--- config.mk ---
export PLATFORM = sky130hd
export DESIGN_NAME = cfnes_steering
export DESIGN_NICKNAME = d
export VERILOG_FILES = /design/src/hw/cfnes_pkg.sv /design/src/hw/cfnes_mode_decode.sv /design/src/hw/cfnes_steering.sv
export VERILOG_INCLUDE_DIRS = /design/src /design/src/hw
export SDC_FILE = /design/constraint.sdc
export NUM_CORES = 1
export LEC_CHECK = 0
export BUFFER_PORTS_ARGS = -buffer_cell sky130_fd_sc_hd__buf_4
export CORE_MARGIN = 1.5
export CORE_UTILIZATION = 43
export CTS_BUF_LIST = sky130_fd_sc_hd__clkbuf_8
export DETAILED_ROUTE_END_ITERATION = 10
export GPL_TIMING_DRIVEN = 1
export PLACE_DENSITY_LB_ADDON = 0.25
export RECOVER_POWER = 25
export SYNTH_ARGS = -nofsm -noshare
export SYNTH_HDL_FRONTEND = slang
export SYNTH_SLANG_ARGS = --single-unit
--- constraint.sdc ---
create_clock -name clock -period 2 [get_ports clock]
set_input_delay 0.2 -clock clock [delete_from_list [all_inputs] [get_ports clock]]
set_output_delay 0.2 -clock clock [all_outputs]
set_load 0.02 [all_outputs]
--- src/hw/cfnes_consts.svh ---
// Offsets, field positions, reset values and codes for the CF/NAND steering
`ifndef CFNES_CONSTS_SVH
`define CFNES_CONSTS_SVH

`define CFNES_ADDR_W 32
`define CFNES_WIN_MSB 31
`define CFNES_WIN_LSB 28
`define CFNES_WIN_NAND 4'h4
`define CFNES_WIN_SLOT0 4'h5
`define CFNES_WIN_SLOT1 4'h6
`define CFNES_BASE_NAND 32'h4000_0000
`define CFNES_LAST_NAND 32'h4FFF_FFFF
`define CFNES_BASE_SLOT0 32'h5000_0000
`define CFNES_BASE_SLOT1 32'h6000_0000

`define CFNES_MODE_MSB 23
`define CFNES_MODE_LSB 21
`define CFNES_ALE_BIT 21
`define CFNES_CLE_BIT 22
`define CFNES_A25_BIT 25

`define CFNES_MODE_ATTR 3'h0
`define CFNES_MODE_COMMON 3'h2
`define CFNES_MODE_IO 3'h4
`define CFNES_MODE_IDE 3'h6
`define CFNES_MODE_ALT_IDE 3'h7

`define CFNES_CS0_BYTE_SEL_RST 1'h1
`define CFNES_CS0_WIDTH16_RST 1'h1
`define CFNES_CS0_CS_CTRL_RST 1'h1

`endif

--- src/hw/cfnes_pkg.sv ---
// Types shared by the CF/NAND steering modules
package cfnes_pkg;

  typedef enum logic [2:0] {
    CFNES_ATTR    = 3'b000,
    CFNES_COMMON  = 3'b010,
    CFNES_IO      = 3'b100,
    CFNES_IDE     = 3'b110,
    CFNES_ALT_IDE = 3'b111
  } cfnes_mode_type;

  // Controller side of one external access
  typedef struct packed {
    logic [31:0] addr;
    logic read_strobe_n;
    logic write_strobe0_n;
    logic write_byte1_select_n;
    logic write_byte3_select_n;
    logic chip_select3_n;
    logic chip_select4_n;
    logic chip_select5_n;
    logic write_access;
  } cfnes_smc_type;

  // Shared and dedicated external pins
  typedef struct packed {
    logic rd_cf_output_enable_n;
    logic wr0_cf_write_enable_n;
    logic bs1_cf_io_read_strobe_n;
    logic bs3_cf_io_write_strobe_n;
    logic a25_cf_read_not_write;
    logic cs4_cf_slot0_select_n;
    logic cs5_cf_slot1_select_n;
    logic chip_select3_n;
  } cfnes_pins_type;

  // NAND control pins
  typedef struct packed {
    logic nand_output_enable_n;
    logic nand_write_enable_n;
    logic nand_ale;
    logic nand_cle;
  } cfnes_nand_type;

  // Chip select 0 mode after reset
  typedef struct packed {
    logic byte_select;
    logic width16;
    logic cs_controlled;
  } cfnes_cs0_type;

endpackage

--- src/hw/cfnes_mode_decode.sv ---
// Decodes the CF mode from transfer address bits 23 to 21
`include "cfnes_consts.svh"
module cfnes_mode_decode
  import cfnes_pkg::*;
(
  // Address
  input wire logic [2:0] mode_bits,
  // Decoded mode
  output cfnes_mode_type mode
);

  // Unlisted codes fall back on A23 memory/I-O and A22 choice
  function automatic cfnes_mode_type decode_mode(input logic [2:0] b);
    cfnes_mode_type m;
    m = CFNES_ATTR;
    if (b == `CFNES_MODE_ALT_IDE) begin
      m = CFNES_ALT_IDE;
    end else if (b[2] && b[1]) begin
      m = CFNES_IDE;
    end else if (b[2]) begin
      m = CFNES_IO;
    end else if (b[1]) begin
      m = CFNES_COMMON;
    end
    return m;
  endfunction

  assign mode = decode_mode(mode_bits);

endmodule

--- src/hw/cfnes_steering.sv ---
// CF and NAND strobe and chip-select steering on shared bus pins
`include "cfnes_consts.svh"
module cfnes_steering
  import cfnes_pkg::*;
(
  // Clock and reset
  input wire logic clock,
  input wire logic reset,
  // Chip select assignment enables
  input wire logic slot0_cf_assign,
  input wire logic slot1_cf_assign,
  input wire logic nand_assign,
  input wire logic sdram_assign,
  // Controller mode settings
  input wire logic nand_width16,
  input wire logic cs0_mode_load,
  input wire cfnes_cs0_type cs0_mode_in,
  // Static memory controller side
  input wire cfnes_smc_type static_memory_ctrl,
  output logic smc_wait_n,
  // External pins
  output cfnes_pins_type pins,
  output cfnes_nand_type nand_pins,
  output logic [`CFNES_ADDR_W-1:0] ext_addr,
  input wire logic external_wait_n,
  // Status
  output cfnes_mode_type cf_mode,
  output logic cf_access,
  output logic nand_access,
  output logic nand_bus_width16,
  output logic sdram_on_cs1,
  output cfnes_cs0_type cs0_mode
);

  // Window decode from the upper address nibble
  function automatic logic in_window(input logic [31:0] a,
                                     input logic [3:0] win);
    return a[`CFNES_WIN_MSB:`CFNES_WIN_LSB] == win;
  endfunction

  // Mode and direction held through a CF access
  cfnes_mode_type mode_now;
  cfnes_mode_type mode_r;
  cfnes_mode_type mode_nxt;
  cfnes_mode_type mode_use;
  logic active_r;
  logic rnw_r;
  logic rnw_nxt;

  // Next pin values
  cfnes_pins_type pins_nxt;
  cfnes_nand_type nand_nxt;

  // Registered status
  cfnes_cs0_type cs0_r;
  logic nand_w16_r;
  logic cf_access_r;
  logic nand_access_r;
  logic sdram_r;
  logic [`CFNES_ADDR_W-1:0] addr_r;

  cfnes_mode_decode u_decode (
    .mode_bits(static_memory_ctrl.addr[`CFNES_MODE_MSB:`CFNES_MODE_LSB]),
    .mode(mode_now)
  );

  // slot windows gated by assignment enable
  wire slot0_hit = slot0_cf_assign && !static_memory_ctrl.chip_select4_n &&
                   in_window(static_memory_ctrl.addr, `CFNES_WIN_SLOT0);
  wire slot1_hit = slot1_cf_assign && !static_memory_ctrl.chip_select5_n &&
                   in_window(static_memory_ctrl.addr, `CFNES_WIN_SLOT1);
  wire cf_hit = slot0_hit || slot1_hit;

  // NAND window gated by assignment enable
  wire nand_hit = nand_assign && !static_memory_ctrl.chip_select3_n &&
                  in_window(static_memory_ctrl.addr, `CFNES_WIN_NAND);

  // A mid-access mode change would move a live strobe
  // onto another pin, so the first cycle's decode is kept
  // mode and direction captured on the first access cycle
  assign mode_use = active_r ? mode_r : mode_now;
  assign mode_nxt = cf_hit ? mode_use : mode_r;
  // Buffer direction must not flip while data is on the bus
  // direction held stable through the transfer
  assign rnw_nxt = active_r ? rnw_r : !static_memory_ctrl.write_access;

  // Decoder folds unlisted codes into the listed modes
  wire mem_mode = (mode_use == CFNES_ATTR) ||
                  (mode_use == CFNES_COMMON);
  wire ide_mode = (mode_use == CFNES_IDE) ||
                  (mode_use == CFNES_ALT_IDE);

  // Card strobes before the shared-pin choice
  // memory modes route to OE/WE; I/O holds them high
  wire cf_output_enable_n = mem_mode ? static_memory_ctrl.read_strobe_n :
                (ide_mode ? 1'b0 : 1'b1);
  wire cf_write_enable_n = mem_mode ? static_memory_ctrl.write_strobe0_n : 1'b1;
  // I/O and IDE modes route to I/O read/write
  wire cf_io_read_strobe_n = mem_mode ? 1'b1 : static_memory_ctrl.read_strobe_n;
  wire cf_io_write_strobe_n = mem_mode ? 1'b1 : static_memory_ctrl.write_strobe0_n;

  assign pins_nxt.rd_cf_output_enable_n = cf_hit ? cf_output_enable_n : static_memory_ctrl.read_strobe_n;
  assign pins_nxt.wr0_cf_write_enable_n = cf_hit ? cf_write_enable_n : static_memory_ctrl.write_strobe0_n;
  assign pins_nxt.bs1_cf_io_read_strobe_n = cf_hit ? cf_io_read_strobe_n :
                                static_memory_ctrl.write_byte1_select_n;
  assign pins_nxt.bs3_cf_io_write_strobe_n = cf_hit ? cf_io_write_strobe_n :
                                static_memory_ctrl.write_byte3_select_n;
  assign pins_nxt.a25_cf_read_not_write = cf_hit ? rnw_nxt :
                              static_memory_ctrl.addr[`CFNES_A25_BIT];
  // Same register stage as the chip select, so buffer
  // enables open and close with it
  // dedicated pins; slot select is the chip select gated by the slot window when assigned
  assign pins_nxt.cs4_cf_slot0_select_n = slot0_cf_assign ? !slot0_hit :
                                static_memory_ctrl.chip_select4_n;
  assign pins_nxt.cs5_cf_slot1_select_n = slot1_cf_assign ? !slot1_hit :
                                static_memory_ctrl.chip_select5_n;
  assign pins_nxt.chip_select3_n = static_memory_ctrl.chip_select3_n;

  // Outside the window the strobes serve other devices
  // NAND strobes only inside the chip-select-3 window
  assign nand_nxt.nand_output_enable_n =
    nand_hit ? static_memory_ctrl.read_strobe_n : 1'b1;
  assign nand_nxt.nand_write_enable_n =
    nand_hit ? static_memory_ctrl.write_strobe0_n : 1'b1;
  // Latch enables ungated: ignored while NAND strobes idle
  // latch enables straight from the address
  assign nand_nxt.nand_ale = static_memory_ctrl.addr[`CFNES_ALE_BIT];
  assign nand_nxt.nand_cle = static_memory_ctrl.addr[`CFNES_CLE_BIT];

  // Not registered, so a card wait stretches this access
  // card wait passed to the controller
  assign smc_wait_n = external_wait_n;

  always_ff @(posedge clock) begin
    if (reset) begin
      active_r <= 1'b0;
      mode_r <= CFNES_ATTR;
      rnw_r <= 1'b1;
    end else begin
      active_r <= cf_hit;
      mode_r <= mode_nxt;
      rnw_r <= rnw_nxt;
    end
  end

  // Pins registered together so relative timing is kept
  always_ff @(posedge clock) begin
    if (reset) begin
      // Strobes and selects idle high, latch enables low
      pins <= '1;
      nand_pins.nand_output_enable_n <= 1'h1;
      nand_pins.nand_write_enable_n <= 1'h1;
      nand_pins.nand_ale <= 1'h0;
      nand_pins.nand_cle <= 1'h0;
      addr_r <= '0;
    end else begin
      pins <= pins_nxt;
      nand_pins <= nand_nxt;
      addr_r <= static_memory_ctrl.addr;
    end
  end

  // Status follows the pins with the same one-cycle lag
  // NAND data width follows chip select 3 setting
  always_ff @(posedge clock) begin
    if (reset) begin
      nand_w16_r <= 1'b0;
      cf_access_r <= 1'b0;
      nand_access_r <= 1'b0;
      sdram_r <= 1'b0;
    end else begin
      nand_w16_r <= nand_width16;
      cf_access_r <= cf_hit;
      nand_access_r <= nand_hit;
      sdram_r <= sdram_assign;
    end
  end

  // boot defaults for chip select 0
  always_ff @(posedge clock) begin
    if (reset) begin
      cs0_r.byte_select <= `CFNES_CS0_BYTE_SEL_RST;
      cs0_r.width16 <= `CFNES_CS0_WIDTH16_RST;
      cs0_r.cs_controlled <= `CFNES_CS0_CS_CTRL_RST;
    end else if (cs0_mode_load) begin
      cs0_r <= cs0_mode_in;
    end
  end

  // Outputs straight from flip-flops
  assign ext_addr = addr_r;
  assign cf_mode = mode_r;
  assign cf_access = cf_access_r;
  assign nand_access = nand_access_r;
  assign nand_bus_width16 = nand_w16_r;
  assign sdram_on_cs1 = sdram_r;
  assign cs0_mode = cs0_r;

endmodule

==> impl_results.md <==
- Non-Filler Instances: 298
- Post-CTS setup buffer count: 0
- Drt drc: 0
- Die area: 4290 µm²
- Hold-fix buffers at CTS: 0
- Critical Path RT: 2170 ps
- WL met1: between 1 and 1.5 mm
- Initial antenna violation count: 0
- Critical path fanouts, max: 9
- Pin count of the biggest net entering global routing: 45
- Initial core utilization: 0.453
- Setup violators final: 0
- Slew Limit Fails: 0
- Leakage power: around 1.2 nW
- WL/cell: 12.3 µm
- Pre-antenna DRT Iters: 4
- Delay of the slowest critical-path stage: roughly 470 ps
- CTS tree: yes
- First-pass GRT wire length: 5.65 mm
- Post-CTS sizing: 0
- Diode count: 0
- Area Overhead vs Synth: 53.8%
- Total power: approximately 2.1 mW
- Worst hold path class: in2reg
- Synth Cell Area: between 1500 and 2000 µm²
- H-tree levels: 2
- Slew @ Worst Pin: around 850 ps
- Clock Latency Late Sink: 300 ps
- Largest cells by area after synthesis: dfxtp_1, nor2b_1, mux2i_1
- Final wirelength: about 3.7 mm
- Total CTS buffers: 5
- Power Density: between 800 and 900 nW/µm²
- Critical Path AT: roughly 1600 ps
- Slowest cell on the critical path: dfxtp_1
- Input/output buffers: between 100 and 150
- Status: completed
- Die W: between 60 and 70 µm
- Core Region: around 3700 µm²
- Cells along the critical path: or3b_2 -> o21ai_0 -> or2_1 -> a32oi_2
- Commonest non-fill, non-tap cells in the layout: buf_4, dfxtp_1, nor2b_1, nand2_1, nor2_1
- Nets in the synthesized netlist: just under 200
- Final net count: 302
- Via count: 1,337
- DR vias/cell: between 4 and 5
- Final Skew: 7.84 ps
- Max-Slew Margin vs Limit: 0.430
- Minimum clock period: roughly 1400 ps
- Fin crit share: 0.715
- Clk sinks: 53
- Hold WS: a little over 90 ps
- Unique masters post-synth: 28
- #FFs+latches synth: 53
- Longest Clk Path Bufs: 2
- Register area share after synthesis: 0.631
- Clock-pin slew on the worst setup and hold paths: approximately 90 ps
- Setup TNS: 0 ps
- Synthesized area per cell: 11.5 µm²
- Critical Path Start Type: register
- Synth top area share: 0.631
- Top Layer Used: met4
- Peak supply drop: about 0.64 mV
- Cell family with most CP delay: simple AND/OR/NAND/NOR gates
- Detailed placer's ending HPWL: ~2.8 mm
- Max Fclk: 0.699 GHz
- Die Y: 65.5 µm
- Gpl congestion: 0.683
- Share of layout cells above drive strength 1: 0.492
- WP buf/inv: 0
- RSZ-0062 raised after global routing: false
- GRT Residual Overflow: 0
- Placed Cells: a little under 300
- Vias in the first global route: approximately 1,300
- Initial DRC Count: roughly 60
- Setup CP Type: reg2reg
- Root Driver: clkbuf_8
- Largest area contributor in the netlist: dfxtp_1
- # Max-Cap Violations: 0
- Most common cell after layout, fill and taps aside: buf_4
- FP Rows: 22
- Nature of the critical path endpoint: register
- Detail Route Antenna Nets: 0
- Final hold violation count: 0
- Ys Warns: 0
- Total global-route track usage: 0.177
- Post-route core utilization: 0.696
- WL met3: roughly 280 µm
- Wire length on met2: ~1.9 mm
- Gate Count Post-Synth: between 100 and 150
- Io pins: about 110
[cell usage after synthesis]
master and count:
inv_1 3, mux2_1 1, clkbuf_1 4, or3b_2 1, a32oi_2 1, buf_4 3, a211o_1 2, nor2b_1 36
nor4b_2 1, mux2_2 1, dfxtp_1 53, nor2_1 6, o32a_2 1, or2_1 1, or4bb_4 1, a31o_1 1
nand4b_1 1, or2_2 3, o21ai_0 5, mux2i_1 4, nor3b_1 1, nand2b_1 1, nand3_1 1, nand2_1 9
or3b_4 1, nand2b_2 1, o32ai_4 1, nor3_1 2
[sequential cells by signal, summed over array words and instances (netlist names)]
register,count
cf_mode,3
cs0_mode,3
cf_access,1
ext_addr,32
nand_access,1
pins,8
rnw_r,1
nand_pins,2
sdram_on_cs1,1
nand_bus_width16,1
[worst register-to-register path: cells and delay by family, from the launching register on]
| kind | cells | cell delay (ps) |
|---|---|---|
| simple gates | 2 | 640 |
| flops | 1 | 470 |
| compound gates | 2 | 190 |
[where the power goes]
| part | switching [mW] | internal, mW | leakage [nW] | total (mW) |
|---|---|---|---|---|
| Combinational | 0.142 | 0.158 | 0.707 | 0.301 |
| Sequential | 0.0154 | 1.11 | 0.440 | 1.12 |
| Clock | 0.320 | 0.364 | 0.0540 | 0.684 |
[worst paths after layout]
check | startpoint | to | slack (ps) | cells after the start
max reg2reg | cf_access | pins[7] | 570 | 4
min reg2reg | cs0_mode[2] | cs0_mode[2] | 490 | 2
min | static_memory_ctrl[3] | pins[0] | 90 | 3
max | cf_access | pins[7] | 570 | 4
[metal layers]
layer	track usage	vias up
met5	0	-
met2	0.316	60
met3	0.0668	4
li1	-	673
met1	0.196	600
met4	0.0469	0
[cell type report]
class                           count  area, µm²
Sequential cell                    53       1060
Clock buffer                        5       68.8
Clock inverter                      2       35.0
Multi-Input combinational cell     83        572
Inverter                            3       11.3
Fill cell                         294       1130
Tap cell                           48       60.1
Timing Repair Buffer              104        778
[cells by family (layout without fill, tap and decap cells)]
group / count (synthesis) / count (layout) / share of synthesized area
muxes: 6 / 6 / 0.0372
DFF: 53 / 53 / 0.631
and+or+nand+nor: 66 / 66 / 0.240
AOI/OAI and AO/OA: 11 / 11 / 0.0632
buffers and inverters: 10 / 114 / 0.0290
[metrics by stage]
step	setup slack, ps	instance area, µm²
final	569	2590
after global routing	477	2590
after CTS	564	2590
after detailed placement	299	2480
after global placement	317	2480
after floorplan	512	1680
Power figures use the tool's default switching activity.
